## src/design/mqr_pkg.sv

```systemverilog
// Shared constants and types for the multi-I/O fast read engine, plus the
// link front end that brings the host's select, clock and IO lines in.
// Assumes one system clock (clk_in) that runs at least eight times faster
// than the host serial clock, and a synchronous active-low reset.

package mqr_pkg;
    // Instruction codes handled by the read path
    localparam logic [7:0] MQR_OPC_DUAL_DTR = 8'hbd;
    localparam logic [7:0] MQR_OPC_QUAD     = 8'heb;
    localparam logic [7:0] MQR_OPC_QUAD_DTR = 8'hed;
    // Field sizes, in bits
    localparam logic [4:0] MQR_CMD_BITS  = 5'h08;
    localparam logic [4:0] MQR_ADDR_BITS = 5'h18;
    localparam logic [4:0] MQR_MODE_BITS = 5'h08;
    // Continuous read: select pair value that keeps the mode
    localparam logic [1:0] MQR_CONT_KEEP = 2'h2;
    // Dummy clocks in single-line command mode
    localparam logic [3:0] MQR_SPI_DUMMY_QUAD     = 4'h4;
    localparam logic [3:0] MQR_SPI_DUMMY_QUAD_DTR = 4'h4;
    localparam logic [3:0] MQR_SPI_DUMMY_DUAL_DTR = 4'h4;
    // Four-wire mode: dummy = base + 2 * select, mode clocks counted in it
    localparam logic [3:0] MQR_QPI_DUMMY_BASE    = 4'h2;
    localparam logic [3:0] MQR_QPI_MODE_CLK_SDR  = 4'h2;
    localparam logic [3:0] MQR_QPI_MODE_CLK_DTR  = 4'h1;
    // Reset values of the configuration bits {W6,W5,W4} and of the four-wire dummy select
    localparam logic [2:0] MQR_WRAP_RESET      = 3'h7;
    localparam logic [1:0] MQR_DUMMY_SEL_RESET = 2'h0;
    // Smallest wrap section, in bytes
    localparam logic [7:0] MQR_WRAP_MIN_LEN = 8'h08;
    // Lane masks for the output enables (low = driving)
    localparam logic [3:0] MQR_OE_QUAD = 4'h0;
    localparam logic [3:0] MQR_OE_DUAL = 4'hc;
    localparam logic [3:0] MQR_OE_OFF  = 4'hf;

    // Transaction phase, one-hot
    typedef enum logic [6:0] {
        MQR_S_IDLE  = 7'h01,
        MQR_S_CMD   = 7'h02,
        MQR_S_ADDR  = 7'h04,
        MQR_S_MODE  = 7'h08,
        MQR_S_DUMMY = 7'h10,
        MQR_S_DATA  = 7'h20,
        MQR_S_IGN   = 7'h40
    } mqr_state_t;

    // Read flavour being served
    typedef enum logic [1:0] {
        MQR_OP_NONE     = 2'h0,
        MQR_OP_DUAL_DTR = 2'h1,
        MQR_OP_QUAD     = 2'h2,
        MQR_OP_QUAD_DTR = 2'h3
    } mqr_op_t;
endpackage

```

## src/design/mqr_link_sync.sv

```systemverilog
// Link front end: two-flop synchronisers on select, serial clock and IO,
// and edge pulses of the serial clock taken from the synchronised copy.
// Assumes select, serial clock and IO are asynchronous pins from the host.

`timescale 1ns/10ps

module mqr_link_sync
    import mqr_pkg::*;
(
    input  wire logic       clk_in,      // System clock
    input  wire logic       nrst_in,     // Synchronous reset, active low
    input  wire logic       cs_n_in,     // Select pin, active low
    input  wire logic       sck_in,      // Host serial clock pin
    input  wire logic [3:0] io_in,       // IO pins
    output logic            cs_n_out,    // Synchronised select
    output logic            rise_out,    // One-cycle pulse per rising edge
    output logic            fall_out,    // One-cycle pulse per falling edge
    output logic [3:0]      io_out       // Synchronised IO
);
    // Three stages; only stage two and three feed logic
    typedef struct packed {
        logic [5:0] s1;                  // First flop, read by s2 only
        logic [5:0] s2;                  // Second flop
        logic [5:0] s3;                  // Edge history of s2
    } mqr_sync_t;

    mqr_sync_t r_q;                      // Registered state
    mqr_sync_t r_d;                      // Next state

    // Shift the pins through the chain; select idles high
    always_comb
    begin
        r_d    = r_q;
        r_d.s1 = {cs_n_in, sck_in, io_in};
        r_d.s2 = r_q.s1;
        r_d.s3 = r_q.s2;
    end

    // Register stage
    always_ff @(posedge clk_in)
    begin
        if (!nrst_in)
        begin
            r_q <= {3{6'h20}};
        end
        else
        begin
            r_q <= r_d;
        end
    end

    assign cs_n_out = r_q.s2[5];
    assign io_out   = r_q.s2[3:0];
    assign rise_out = r_q.s2[4] & ~r_q.s3[4];
    assign fall_out = ~r_q.s2[4] & r_q.s3[4];
endmodule

```

## src/design/mqr_read_engine.sv

```systemverilog
// Read-path command engine of a serial NOR flash: dual DTR I/O read, quad
// I/O read and quad DTR I/O read, with continuous read and wrapped bursts.
// Assumes the array answers mem_data_in one system clock after
// mem_addr_out changes, and the serial clock is at most clk_in / 8.
// Notes on behaviour
// - Dual DTR read takes address two bits
// - Mode byte follows address; low nibble ignored
// - Select pair 10 skips next opcode
// - Any other pair restores full opcode
// - Quad read on four lines, four dummies
// - Quad reads need quad permit bit set
// - Wrap setting governs single-line quad reads
// - Wrap inside aligned section until select rises
// - Wrap bits: disable plus length select
// - Four-wire DTR: mode bits count as dummy
// - Continuous read also in four-wire mode
// - No wrap in four-wire mode
// - DTR samples and drives both edges
// - Rise sampling, fall output, MSB first
// - Four-wire dummies 2/4/6/8, reset 2
// - Wrap disable bit resets to one

`timescale 1ns/10ps

module mqr_read_engine
    import mqr_pkg::*;
(
    input  wire logic        clk_in,                      // System clock, 10 MHz
    input  wire logic        nrst_in,                     // Synchronous reset, active low
    input  wire logic        cs_n_in,                     // Host select pin, active low
    input  wire logic        sck_in,                      // Host serial clock pin
    input  wire logic [3:0]  io_in,                       // IO pins, input side
    output logic      [3:0]  io_out,                      // IO pins, output side
    output logic      [3:0]  io_oe_n_out,                 // IO enables, low drives
    output logic      [23:0] mem_addr_out,                // Array byte address
    input  wire logic [7:0]  mem_data_in,                 // Array byte
    input  wire logic        quad_lines_permit_bit_in,    // Quad permit status bit
    input  wire logic        four_wire_command_mode_in,   // Four-wire command mode
    input  wire logic        wrap_load_in,                // Pulse: load wrap bits
    input  wire logic [2:0]  wrap_setting_bits_in,        // {W6,W5,W4} to load
    input  wire logic        dummy_load_in,               // Pulse: load dummy select
    input  wire logic [1:0]  dummy_select_in,             // Dummy select to load
    output logic      [2:0]  wrap_setting_bits_out,       // Current wrap bits
    output logic             continuous_read_out,         // Opcode skip armed
    output logic             read_active_out              // Read in progress
);
    // All engine state
    typedef struct packed {
        mqr_state_t  st;       // Phase
        mqr_op_t     op;       // Active read flavour
        logic [7:0]  cmd;      // Opcode shifter
        logic [4:0]  cnt;      // Bits received, or dummies left
        logic [23:0] addr;     // Address / output pointer
        logic [7:0]  mode;     // Continuous read bits
        logic        cont;     // Opcode skip armed
        mqr_op_t     cont_op;  // Flavour to repeat
        logic [1:0]  idx;      // Slice within the current byte
        logic [3:0]  io;       // Output lanes
        logic [3:0]  oe_n;     // Output enables
        logic [2:0]  wrap;     // {W6,W5,W4}
        logic [1:0]  dsel;     // Four-wire dummy select
    } mqr_eng_t;

    mqr_eng_t r_q;             // Registered state
    mqr_eng_t r_d;             // Next state

    logic       cs_n_s;        // Synchronised select
    logic       rise_s;        // Serial clock rising edge
    logic       fall_s;        // Serial clock falling edge
    logic [3:0] io_s;          // Synchronised IO

    // Pin synchronisers and edge finders
    mqr_link_sync u_sync (
        .clk_in   (clk_in),
        .nrst_in  (nrst_in),
        .cs_n_in  (cs_n_in),
        .sck_in   (sck_in),
        .io_in    (io_in),
        .cs_n_out (cs_n_s),
        .rise_out (rise_s),
        .fall_out (fall_s),
        .io_out   (io_s)
    );

    logic       quad;          // Four lanes in use
    logic       dtr;           // Double-edge flavour
    logic [4:0] lanes;         // Bits per sample
    logic       samp;          // Sample event for address and mode
    logic       wrap_on;       // Wrap applies to this read
    logic [7:0] wmask;         // Offset mask within wrap section
    logic [7:0] next_lo;       // Low address byte after increment
    logic [7:0] sh;            // Byte aligned to current slice
    logic [3:0] dummies;       // Dummy clocks after the mode bits
    logic [7:0] opc;           // Opcode once complete
    mqr_op_t    dec;           // Decoded flavour

    // Flavour properties and helpers
    always_comb
    begin
        quad  = (r_q.op == MQR_OP_QUAD) || (r_q.op == MQR_OP_QUAD_DTR);
        dtr   = (r_q.op == MQR_OP_DUAL_DTR) || (r_q.op == MQR_OP_QUAD_DTR);
        lanes = quad ? 5'h04 : 5'h02;
        samp  = rise_s || (dtr && fall_s);
        // Wrap only for quad reads issued in single-line mode
        wrap_on = quad && !r_q.wrap[0] && !four_wire_command_mode_in;
        wmask   = 8'((MQR_WRAP_MIN_LEN << r_q.wrap[2:1]) - 8'h01);
        next_lo = (r_q.addr[7:0] & ~wmask) | ((r_q.addr[7:0] + 8'h01) & wmask);
        if (!wrap_on)
        begin
            next_lo = r_q.addr[7:0] + 8'h01;
        end
        // Slice select, most significant first
        if (quad)
        begin
            sh = r_q.idx[0] ? {mem_data_in[3:0], 4'h0} : mem_data_in;
        end
        else
        begin
            sh = mem_data_in << {r_q.idx, 1'b0};
        end
        // Dummies; in four-wire mode the mode clocks are part of the count
        if (four_wire_command_mode_in)
        begin
            dummies = 4'(MQR_QPI_DUMMY_BASE + {1'b0, r_q.dsel, 1'b0}
                      - (dtr ? MQR_QPI_MODE_CLK_DTR : MQR_QPI_MODE_CLK_SDR));
        end
        else if (r_q.op == MQR_OP_QUAD)
        begin
            dummies = MQR_SPI_DUMMY_QUAD;
        end
        else if (r_q.op == MQR_OP_QUAD_DTR)
        begin
            dummies = MQR_SPI_DUMMY_QUAD_DTR;
        end
        else
        begin
            dummies = MQR_SPI_DUMMY_DUAL_DTR;
        end
        // Opcode decode; quad reads need the permit bit
        opc = four_wire_command_mode_in ? {r_q.cmd[3:0], io_s} : {r_q.cmd[6:0], io_s[0]};
        dec = MQR_OP_NONE;
        if (opc == MQR_OPC_DUAL_DTR && !four_wire_command_mode_in)
        begin
            dec = MQR_OP_DUAL_DTR;
        end
        else if (opc == MQR_OPC_QUAD && quad_lines_permit_bit_in)
        begin
            dec = MQR_OP_QUAD;
        end
        else if (opc == MQR_OPC_QUAD_DTR && quad_lines_permit_bit_in)
        begin
            dec = MQR_OP_QUAD_DTR;
        end
    end

    // Phase sequencing and datapath
    always_comb
    begin
        r_d = r_q;
        // Configuration loads; reset values hold until loaded
        if (wrap_load_in)
        begin
            r_d.wrap = wrap_setting_bits_in;
        end
        if (dummy_load_in)
        begin
            r_d.dsel = dummy_select_in;
        end
        if (cs_n_s)
        begin
            // Select high ends every phase and floats the lanes
            r_d.st   = MQR_S_IDLE;
            r_d.oe_n = MQR_OE_OFF;
            r_d.idx  = 2'h0;
        end
        else
        begin
            case (r_q.st)
                MQR_S_IDLE:
                begin
                    r_d.cnt = 5'h00;
                    r_d.cmd = 8'h00;
                    if (r_q.cont)
                    begin
                        // Opcode skipped: address entry starts at once
                        r_d.op = r_q.cont_op;
                        r_d.st = MQR_S_ADDR;
                    end
                    else
                    begin
                        r_d.st = MQR_S_CMD;
                    end
                end
                MQR_S_CMD:
                begin
                    // Opcode is always single-edge, rising
                    if (rise_s)
                    begin
                        r_d.cmd = opc;
                        r_d.cnt = r_q.cnt + (four_wire_command_mode_in ? 5'h04 : 5'h01);
                        if (r_d.cnt == MQR_CMD_BITS)
                        begin
                            r_d.op  = dec;
                            r_d.cnt = 5'h00;
                            r_d.st  = (dec == MQR_OP_NONE) ? MQR_S_IGN : MQR_S_ADDR;
                        end
                    end
                end
                MQR_S_ADDR:
                begin
                    if (samp)
                    begin
                        r_d.addr = quad ? {r_q.addr[19:0], io_s} : {r_q.addr[21:0], io_s[1:0]};
                        r_d.cnt  = r_q.cnt + lanes;
                        if (r_d.cnt == MQR_ADDR_BITS)
                        begin
                            r_d.cnt = 5'h00;
                            r_d.st  = MQR_S_MODE;
                        end
                    end
                end
                MQR_S_MODE:
                begin
                    if (samp)
                    begin
                        r_d.mode = quad ? {r_q.mode[3:0], io_s} : {r_q.mode[5:0], io_s[1:0]};
                        r_d.cnt  = r_q.cnt + lanes;
                        if (r_d.cnt == MQR_MODE_BITS)
                        begin
                            // Only the select pair decides the next frame
                            r_d.cont    = (r_d.mode[5:4] == MQR_CONT_KEEP);
                            r_d.cont_op = r_q.op;
                            r_d.cnt     = {1'b0, dummies};
                            r_d.st      = MQR_S_DUMMY;
                        end
                    end
                end
                MQR_S_DUMMY:
                begin
                    // Lanes stay floating; the host must have let go too
                    if (fall_s)
                    begin
                        if (r_q.cnt == 5'h00)
                        begin
                            r_d.io   = quad ? sh[7:4] : {2'h0, sh[7:6]};
                            r_d.oe_n = quad ? MQR_OE_QUAD : MQR_OE_DUAL;
                            r_d.idx  = 2'h1;
                            r_d.st   = MQR_S_DATA;
                        end
                        else
                        begin
                            r_d.cnt = r_q.cnt - 5'h01;
                        end
                    end
                end
                MQR_S_DATA:
                begin
                    // Single-edge drives on fall, double-edge on both
                    if (fall_s || (dtr && rise_s))
                    begin
                        r_d.io  = quad ? sh[7:4] : {2'h0, sh[7:6]};
                        r_d.idx = r_q.idx + 2'h1;
                        if (r_q.idx == (quad ? 2'h1 : 2'h3))
                        begin
                            r_d.idx  = 2'h0;
                            // Without wrap the whole pointer carries across pages
                            r_d.addr = wrap_on ? {r_q.addr[23:8], next_lo}
                                               : r_q.addr + 24'h000001;
                        end
                    end
                end
                MQR_S_IGN:
                begin
                    r_d.st = MQR_S_IGN;
                end
                default:
                begin
                    r_d.st = MQR_S_IDLE;
                end
            endcase
            // Pointer leads the lanes by one slice; advance it after the last
            if (r_q.st == MQR_S_DATA && r_d.idx == 2'h0 && r_q.idx != 2'h0)
            begin
                r_d.idx = 2'h0;
            end
        end
    end

    // Register stage
    always_ff @(posedge clk_in)
    begin
        if (!nrst_in)
        begin
            r_q      <= '0;
            r_q.st   <= MQR_S_IDLE;
            r_q.oe_n <= MQR_OE_OFF;
            r_q.wrap <= MQR_WRAP_RESET;
            r_q.dsel <= MQR_DUMMY_SEL_RESET;
        end
        else
        begin
            r_q <= r_d;
        end
    end

    assign io_out                = r_q.io;
    assign io_oe_n_out           = r_q.oe_n;
    assign mem_addr_out          = r_q.addr;
    assign wrap_setting_bits_out = r_q.wrap;
    assign continuous_read_out   = r_q.cont;
    assign read_active_out       = !r_q.st[0];
endmodule

```

## config.mk

```make
export PLATFORM = sky130hd
export DESIGN_NAME = mqr_read_engine
export DESIGN_NICKNAME = d
export VERILOG_FILES = /design/src/design/mqr_pkg.sv /design/src/design/mqr_link_sync.sv /design/src/design/mqr_read_engine.sv
export SDC_FILE = /design/constraint.sdc
export NUM_CORES = 1
export LEC_CHECK = 0
export BUFFER_PORTS_ARGS = -buffer_cell sky130_fd_sc_hd__buf_2
export CAP_MARGIN = 20
export CORE_MARGIN = 4
export CORE_UTILIZATION = 45
export DETAILED_ROUTE_END_ITERATION = 7
export GPL_TIMING_DRIVEN = 0
export HOLD_SLACK_MARGIN = 0.06
export PLACE_DENSITY_LB_ADDON = 0.1
export REMOVE_ABC_BUFFERS = 1
export SYNTH_ARGS = -nofsm -noshare
export SYNTH_HDL_FRONTEND = slang
export SYNTH_HIERARCHICAL = 1
export SYNTH_SLANG_ARGS = --single-unit
```

## constraint.sdc

```tcl
create_clock -name clk_in -period 8.3 [get_ports clk_in]
set_clock_uncertainty 0.15 [all_clocks]
set_input_delay 1.66 -clock clk_in [delete_from_list [all_inputs] [get_ports clk_in]]
set_output_delay 1.66 -clock clk_in [all_outputs]
set_load 0.02 [all_outputs]
```

==> flow_summary.toml, run 1 <==
[run_status]
status = "completed"

[route]
post_drt_wl_per_cell_um = 16.77
first_iter_violations = 346
wl_um = 13620
vias = 4728
final_antenna_net_count = 0
drc = 0
drt-vias-per-instance = 5.823
dr.pass1.iters = 5

[placement]
dp_slack_ps = 3983
io_buffers = 61
placed_cells = 796
dp_hpwl_um = 9612
place_congestion = 0.8630

[grt]
grt_pass1_vias = 4536
track_usage = 0.1950
antenna_found_initial = 0
grt_first_pass_wirelength_um = 22830
grt_max_degree = 46
overflow = 0

[critical_path]
critPathKind = "in -> reg"
cpPeakStageDelay_ps = 430
cpMostUsedCell = "ha_1"
path_delay_family = "compound AO/OA/AOI/OAI gates"
worstSetupStartpointType = "input port"
crit_slowest_cell = "or3_1"
crit_chain = "buf_2, inv_1, ha_1, ha_1, a21o_1, a32oi_1, a31o_2, o311ai_4, or3_1, a21oi_2"
critical_path.max_fanout = 19
cp.arrival_ps = 4080
crit_path_end_kind = "flip-flop"
critical_path_required_ps = 8420
path_buf_inv = 2

[cts]
cts_resized = 0
path_clk_slew_ps = 60
cts_buffers = 9
clock_sinks = 78
clockBufferDepth = 2
htree_num_levels = 3
ctsHoldBuffers = 0
cts_tree = "built"
clockRootBuffer = "clkbuf_16"
worstSkewPairLatency_ps = 340
cts_setup_buffers = 0

[sta]
min_period_over_period = 0.4770
maxSlewViolCount = 0
min_period_ps = 3959
tightest_slew_ps = 982.2
fin_setup_tns_ps = 0
slew_headroom = 0.3451
worst_slack_ps = 4341
whs_ps = 268.4
hold_viol_final = 0
grt_setup_unrepaired = "false"
fmaxAchievable_mhz = 252.6
setup_viol = 0

[floorplanning]
die_w_um = 117.4
core_um2 = 11560
placementRows = 39
ios = 62
start_util = 0.4660
die_height_um = 117.4
dieArea_um2 = 13790

[flow_run]
maxCapViolations = 0

[power]
finalPower_uw = 821.2
leakagePower_nw = 2.101
powerDensity_nw_per_um2 = 143.7
irDropWorstVdd_mv = 0.08020

[final_layout]
nFillCells = 1156
drive_gt1_frac = 0.1764
insertedDiodeCount = 0
nets = 700
instances_no_fill = 812
area_growth_pct = 6.037

[logic_synthesis]
yosys_warnings = 6
yosysUniqueCellTypes = 78
synthCells = 670
async_reset_ff_frac = 0
seq_area_frac_synth = 0.2898
synth-main-ff-cell = "dfxtp_1"
synth_edf_count = 0
synth_area_um2 = 5389
synth_area_per_cell_um2 = 8.043
synth_seq_cells = 78

[hold_path]
hold_path_class = "reg -> reg"
## layer usage
layer  GRT usage  wire, µm  up-vias
met2      0.3053      6170      113
met1      0.2778      6691     2226
met5           0         0        -
met4     0.04032       129        0
li1            -         -     2376
met3     0.04139       625       13
## per-stage QoR
stage	cell area (µm²)	utilization
after global placement	5393	0.4663
after global routing	5714	0.4941
final	5714	0.4941
after detailed placement	5429	0.4694
after floorplan	4908	-
after CTS	5714	0.4941
## cell type report
type / instances / area (µm²) / share of cell area
Clock inverter: 5 / 32.53 / 0.005693
Tap cell: 143 / 178.9 / 0.03131
Multi-Input combinational cell: 497 / 3291 / 0.5759
Clock buffer: 11 / 252.7 / 0.04423
Sequential cell: 78 / 1563 / 0.2735
Timing Repair Buffer: 63 / 340.3 / 0.05956
Inverter: 15 / 56.30 / 0.009853
## worst register-to-register path, delay by kind of cell (launching register included)
family / cells / cell delay [ps]
AND/OR/NAND/NOR: 4 / 1010
multiplexers: 1 / 260
buffers and inverters: 1 / 400
XOR/XNOR: 1 / 310
adder cells (fa/ha/maj): 1 / 530
flip-flops: 1 / 500
## placed cells by master (no fill, tap or decap), types with 4 or more instances in the layout
cell | synthesis | final
a211oi_1 | 11 | 11
a21oi_1 | 46 | 46
a31oi_1 | 18 | 18
a32oi_1 | 4 | 4
and2_1 | 5 | 5
and2_2 | 7 | 7
and3_1 | 9 | 9
buf_2 | 12 | 61
clkbuf_16 | 0 | 9
dfxtp_1 | 78 | 77
ha_1 | 9 | 9
inv_1 | 13 | 13
mux2_2 | 4 | 4
mux2i_1 | 48 | 48
nand2_1 | 44 | 44
nand2b_1 | 12 | 12
nand3_1 | 14 | 14
nand4_1 | 6 | 6
nor2_1 | 80 | 80
nor2b_1 | 6 | 6
nor3_1 | 23 | 23
nor3b_1 | 7 | 7
nor4_1 | 6 | 6
nor4_2 | 4 | 4
o21ai_0 | 18 | 18
o21ai_1 | 15 | 15
o22ai_1 | 5 | 5
o31ai_1 | 5 | 5
o32ai_1 | 4 | 4
or2_2 | 5 | 5
or3_1 | 5 | 5
xnor2_1 | 8 | 8
xor2_1 | 8 | 8
## registers in the layout, indices dropped and copies added, names as in the netlist, named ones only
signal	cells
wrap_setting_bits_out	3
u_sync/r_d	7
u_sync/cs_n_out	1
mem_addr_out	19
io_out	4
io_oe_n_out	2
u_sync/io_out	4
r_q	31
continuous_read_out	1
u_sync/r_q	1
## where the power goes
part | total, mW | internal (mW) | switching (mW)
logic | 0.0507 | 0.0208 | 0.0299
clock network | 0.384 | 0.219 | 0.165
registers | 0.387 | 0.380 | 0.00729
total | 0.821 | 0.620 | 0.202
## cells by family (layout without fill, tap and decap cells)
family / after synthesis / after routing / synth area share
AOI/OAI and AO/OA: 163 / 163 / 0.2055
xor gates and xnor gates: 16 / 16 / 0.02601
adders and majority gates: 11 / 11 / 0.02833
buffers and inverters: 95 / 94 / 0.09961
DFF: 78 / 78 / 0.2898
muxes: 52 / 52 / 0.09751
and+or+nand+nor: 255 / 255 / 0.2533
## worst paths after layout
path,from,endpoint,slack (ps),cells after the start
min reg2reg,u_sync/r_d[11]$_SDFF_PN1_,u_sync/cs_n_out$_SDFF_PN1_,270,1
max reg2reg,r_q[64]$_SDFFE_PN0P_,r_q[15]$_SDFFE_PN0P_,4990,8
min,u_sync/r_d[11]$_SDFF_PN1_,u_sync/cs_n_out$_SDFF_PN1_,270,1
max,four_wire_command_mode_in,r_q[67]$_SDFFE_PP0P_,4340,10
## Yosys cell counts (3+ instances only)
| cell type | n | area [µm²] |
|---|---|---|
| nand2b_1 | 12 | 75.07 |
| nor3b_1 | 7 | 52.55 |
| or2_2 | 5 | 31.28 |
| o32ai_1 | 4 | 35.03 |
| o21bai_1 | 3 | 22.52 |
| xnor2_1 | 8 | 70.07 |
| clkbuf_1 | 21 | 78.83 |
| mux2i_1 | 48 | 480.5 |
| o22ai_1 | 5 | 31.28 |
| and2_1 | 5 | 31.28 |
| and3_1 | 9 | 56.30 |
| nor2b_1 | 6 | 37.54 |
| xor2_1 | 8 | 70.07 |
| nand4_1 | 6 | 37.54 |
| a211oi_1 | 11 | 82.58 |
| mux2_2 | 4 | 45.04 |
| nand2_1 | 44 | 165.2 |
| a32oi_1 | 4 | 35.03 |
| o21ai_1 | 15 | 75.07 |
| nor4_2 | 4 | 50.05 |
| a31oi_1 | 18 | 112.6 |
| a21o_1 | 3 | 22.52 |
| or3_1 | 5 | 31.28 |
| nor4_1 | 6 | 37.54 |
| o21ai_0 | 18 | 90.09 |
| and2_2 | 7 | 52.55 |
| a21oi_1 | 46 | 230.2 |
| a22oi_1 | 3 | 22.52 |
| inv_1 | 13 | 48.80 |
| o31ai_1 | 5 | 37.54 |
| buf_4 | 40 | 300.3 |
| buf_2 | 12 | 60.06 |
| nor2_1 | 80 | 300.3 |
| buf_1 | 5 | 18.77 |
| nand3_1 | 14 | 70.07 |
| nor3_1 | 23 | 115.1 |
| o311a_1 | 3 | 30.03 |
| ha_1 | 9 | 112.6 |
| dfxtp_1 | 78 | 1562 |
Note: power is estimated with default switching activity, not from simulation.
==> run 2: changes to the inputs <==
==> constraint.sdc (replaced) <==
create_clock -name clk_in -period 3.3 [get_ports clk_in]
set_clock_uncertainty 0.15 [all_clocks]
set_input_delay 0.66 -clock clk_in [delete_from_list [all_inputs] [get_ports clk_in]]
set_output_delay 0.66 -clock clk_in [all_outputs]
set_load 0.02 [all_outputs]
==> flow_summary.toml, run 2 (same netlist as run 1, synthesis figures left out) <==
[run_status]
status = "completed"

[power]
internal_power_mw = 1.559
leakagePower_nw = 2.126
comb_power_share = 0.062
irDropWorstVdd_mv = 0.2017
powerDensity_nw_per_um2 = 359.4
p_sw_frac = 0.2457
finalPower_mw = 2.066
p_clk_frac = 0.467
seqPwrFrac = 0.471
p_switching_uw = 507.7

[route]
vias = 4752
drc = 0
dr.pass1.iters = 5
drt-vias-per-instance = 5.838
post_drt_wl_per_cell_um = 16.80
wl_um = 13670
final_antenna_net_count = 0
first_iter_violations = 316

[placement]
placed_cells = 796
dp_slack_ps = -19.82
placed_area_um2 = 5429
place_congestion = 0.8630
dp_hpwl_um = 9612
io_buffers = 61

[critical_path]
critical_path.max_fanout = 11
cp.arrival_ps = 3120
cpMostUsedCell = "a21oi_1"
crit_chain = "nor2b_1, a21oi_1, nand4b_2, o32a_1, nor2_1, o21ai_1, a21oi_1"
path_delay_family = "simple AND/OR/NAND/NOR gates"
critPathKind = "reg -> reg"
path_buf_inv = 0
crit_slowest_cell = "nor2_1"
worstSetupStartpointType = "flip-flop"
crit_path_end_kind = "flip-flop"
critical_path_required_ps = 3400
cpPeakStageDelay_ps = 740

[sta]
min_period_ps = 3016
worst_slack_ps = 283.9
tightest_slew_ps = 909.7
maxSlewViolCount = 0
min_period_over_period = 0.9140
setup_viol = 0
fin_setup_tns_ps = 0
whs_ps = 269.7
hold_viol_final = 0
fmaxAchievable_mhz = 331.6
grt_setup_unrepaired = "false"
slew_headroom = 0.3913

[cts]
worstSkewPairLatency_ps = 340
cts_tree = "built"
path_clk_slew_ps = 60
clockRootBuffer = "clkbuf_16"
cts_buffers = 9
htree_num_levels = 3
clockBufferDepth = 2
ctsHoldBuffers = 0
clock_sinks = 78

[final_layout]
multi_input_area_um2 = 3307
largest_register = "r_q"
insertedDiodeCount = 0
fin_area_um2 = 5749
fin_util = 0.4971
final-seq-area_um2 = 1563
area_growth_pct = 6.687
layout_common_cells = "nor2_1, dfxtp_1, buf_2"
drive_gt1_frac = 0.1803
nFillCells = 1153
layout_commonest_cell = "nor2_1"
nets = 702
instances_no_fill = 814
largest_reg_flops = 31

[grt]
antenna_found_initial = 0
grt_first_pass_wirelength_um = 22830
overflow = 0
track_usage = 0.1950
grt_pass1_vias = 4536
grt_max_degree = 46

[floorplanning]
placementRows = 39
start_util = 0.4660
die_height_um = 117.4
ios = 62
die_w_um = 117.4
core_um2 = 11560
dieArea_um2 = 13790

[hold_path]
hold_path_class = "reg -> reg"

[flow_run]
maxCapViolations = 0
==> run 2: power groups by stage <==
stage	Sequential, mW	Combinational, mW	Clock [mW]
2_1_floorplan	0.993	0.0750	0
3_3_place_gp	0.996	0.123	0
3_5_place_dp	0.995	0.128	0
4_1_cts	0.973	0.128	0.982
5_1_grt	0.976	0.144	1.02
6_report	0.973	0.128	0.965
==> run 2: cell type report <==
type                       count  share of cell area
clock buffer                  11             0.04396
sequential                    78              0.2718
timing repair buffer          65             0.06181
clock inverter                 5            0.005658
multi-input combinational    497              0.5752
inverter                      15             0.01045
tap                          143             0.03112
==> run 2: timing repair <==
item | in CTS | in global routing
resized for setup | 1 | 2
buffers inserted | 0 | 2
endpoints found under the hold margin | 0 | 0
setup endpoints to repair | 2 | 8
==> run 2: path summary, 6_finish.rpt <==
path,slack [ps],endpoint,cells past startpoint,startpoint
max,280,mem_addr_out[17]$_SDFFE_PN0P_,7,u_sync/r_d[4]$_SDFF_PN0_
min,270,u_sync/cs_n_out$_SDFF_PN1_,1,u_sync/r_d[11]$_SDFF_PN1_
max reg2reg,280,mem_addr_out[17]$_SDFFE_PN0P_,7,u_sync/r_d[4]$_SDFF_PN0_
min reg2reg,270,u_sync/cs_n_out$_SDFF_PN1_,1,u_sync/r_d[11]$_SDFF_PN1_
==> run 2: layer usage <==
| layer | track usage | routed length [µm] |
|---|---|---|
| met2 | 0.3053 | 6183 |
| met3 | 0.04139 | 668 |
| met1 | 0.2778 | 6705 |
| met5 | 0 | 0 |
| met4 | 0.04032 | 114 |
==> run 3: changes to the inputs <==
--- a/config.mk
+++ b/config.mk
@@ -5,6 +5,7 @@
 export SDC_FILE = /design/constraint.sdc
 export NUM_CORES = 1
 export LEC_CHECK = 0
+export ABC_CLOCK_PERIOD_IN_PS = 3300
 export BUFFER_PORTS_ARGS = -buffer_cell sky130_fd_sc_hd__buf_2
 export CAP_MARGIN = 20
 export CORE_MARGIN = 4
@@ -13,6 +14,7 @@
 export GPL_TIMING_DRIVEN = 0
 export HOLD_SLACK_MARGIN = 0.06
 export PLACE_DENSITY_LB_ADDON = 0.1
+export RECOVER_POWER = 100
 export REMOVE_ABC_BUFFERS = 1
 export SYNTH_ARGS = -nofsm -noshare
 export SYNTH_HDL_FRONTEND = slang
==> flow_summary.toml, run 3 (same netlist as run 1, synthesis figures left out) <==
[run_status]
status = "completed"

[cts]
clockRootBuffer = "clkbuf_16"
htree_num_levels = 3
ctsHoldBuffers = 0
cts_tree = "built"
clockBufferDepth = 2
worstSkewPairLatency_ps = 340
path_clk_slew_ps = 60
clock_sinks = 78
cts_buffers = 9

[grt]
grt_pass1_vias = 4536
track_usage = 0.1950
grt_max_degree = 46
overflow = 0
grt_first_pass_wirelength_um = 22830
antenna_found_initial = 0

[final_layout]
drive_gt1_frac = 0.1222
largest_register = "r_q"
layout_commonest_cell = "nor2_1"
insertedDiodeCount = 0
largest_reg_flops = 31
nets = 702
layout_common_cells = "nor2_1, dfxtp_1, mux2i_1"
final-seq-area_um2 = 1563
nFillCells = 1176
multi_input_area_um2 = 3303
area_growth_pct = 5.735

[critical_path]
critPathCapture = "mem_addr_out[14]$_SDFFE_PN0P_"
r2r_slack_ps = 220
worstSetupStartpointType = "flip-flop"
cp.arrival_ps = 3180
r2r-end = "mem_addr_out[14]$_SDFFE_PN0P_"
crit_path_end_kind = "flip-flop"
critPathKind = "reg -> reg"
r2r_cells = 7
crit-reg2reg-launch = "u_sync/r_d[4]$_SDFF_PN0_"
critical_path_required_ps = 3400
critical_path.max_fanout = 11
crit_path_start = "u_sync/r_d[4]$_SDFF_PN0_"

[sta]
setup_viol = 0
fin_setup_tns_ps = 0
fmaxAchievable_mhz = 325.2
maxSlewViolCount = 0
min_period_over_period = 0.9320
min_period_ps = 3075
tightest_slew_ps = 1358
slew_headroom = 0.09493
grt_setup_unrepaired = "false"
hold_viol_final = 0

[power]
finalPower_mw = 2.060
leakagePower_nw = 1.981
irDropWorstVdd_mv = 0.2017
p_sw_frac = 0.2439
internal_power_mw = 1.558
powerDensity_nw_per_um2 = 361.6
comb_power_share = 0.062
seqPwrFrac = 0.473
p_clk_frac = 0.466
p_switching_uw = 502.5

[route]
vias = 4759
wl_um = 13710
drt-vias-per-instance = 5.846
post_drt_wl_per_cell_um = 16.84
first_iter_violations = 340
final_antenna_net_count = 0
drc = 0
dr.pass1.iters = 5

[placement]
io_buffers = 61
place_congestion = 0.8630
dp_hpwl_um = 9612

[flow_run]
maxCapViolations = 0

[hold_path]
hold_path_class = "reg -> reg"

[floorplanning]
die_w_um = 117.4
dieArea_um2 = 13790
start_util = 0.4660
core_um2 = 11560
ios = 62
die_height_um = 117.4
placementRows = 39
==> run 3: power groups by stage <==
stage                     registers [mW]  clock network (mW)  logic, mW
after global routing               0.976                1.02      0.143
after CTS                          0.973               0.982      0.128
final                              0.974               0.959      0.127
after detailed placement           0.995                   0      0.128
after global placement             0.996                   0      0.123
after floorplan                    0.993                   0     0.0750
==> run 3: worst max-delay path: stages (launching register included) <==
cell,delay (ps)
dfxtp_1,360
nor2b_1,340
a21oi_1,120
nand4b_2,360
o32a_1,510
nor2_1,740
o21ai_0,230
a21oi_1,170
==> run 3: timing repair <==
item,CTS,global route
setup buffers,0,2
endpoints found under the setup margin,2,8
resized for setup,1,2
hold endpoints to repair,0,0
cloned,0,0
==> run 3: area by class of cell <==
| type | instances | share of cell area |
|---|---|---|
| multi-input combinational | 497 | 0.5797 |
| timing repair buffer | 65 | 0.05402 |
| inverter | 15 | 0.01054 |
| clock buffer | 11 | 0.04436 |
| tap | 143 | 0.03140 |
| clock inverter | 5 | 0.005709 |
| sequential | 78 | 0.2743 |
==> run 3: metal layers <==
| metal | vias up | global-route usage | routed length [µm] |
|---|---|---|---|
| li1 | 2382 | - | - |
| met5 | - | 0 | 0 |
| met4 | 0 | 0.04032 | 126 |
| met1 | 2225 | 0.2778 | 6663 |
| met2 | 139 | 0.3053 | 6158 |
| met3 | 13 | 0.04139 | 756 |
==> run 3: metrics by stage <==
stage          hold WS (ps)  instance area (µm²)  std cells  utilization  worst slack (ps)
2_1_floorplan         236.3                 4908        590            -            -627.7
3_3_place_gp          246.9                 5393        794       0.4663             -2001
3_5_place_dp          246.5                 5429        796       0.4694            -19.82
4_1_cts               272.6                 5723        812       0.4949             21.94
5_1_grt               291.6                 5698        814       0.4927             36.14
6_report              270.0                 5698        814       0.4927             224.5
==> run 3: how the worst min path moves through the flow <==
stage / start / endpoint / slack (ps) / cells after the start
2_1_floorplan: u_sync/r_d[11]$_SDFF_PN1_ / u_sync/cs_n_out$_SDFF_PN1_ / 240 / 1
5_1_grt: u_sync/r_d[11]$_SDFF_PN1_ / u_sync/cs_n_out$_SDFF_PN1_ / 290 / 1
3_5_place_dp: u_sync/r_d[11]$_SDFF_PN1_ / u_sync/cs_n_out$_SDFF_PN1_ / 250 / 1
3_3_place_gp: u_sync/r_d[11]$_SDFF_PN1_ / u_sync/cs_n_out$_SDFF_PN1_ / 250 / 1
6_report: u_sync/r_d[11]$_SDFF_PN1_ / u_sync/cs_n_out$_SDFF_PN1_ / 270 / 1
4_1_cts: u_sync/r_d[11]$_SDFF_PN1_ / u_sync/cs_n_out$_SDFF_PN1_ / 270 / 1
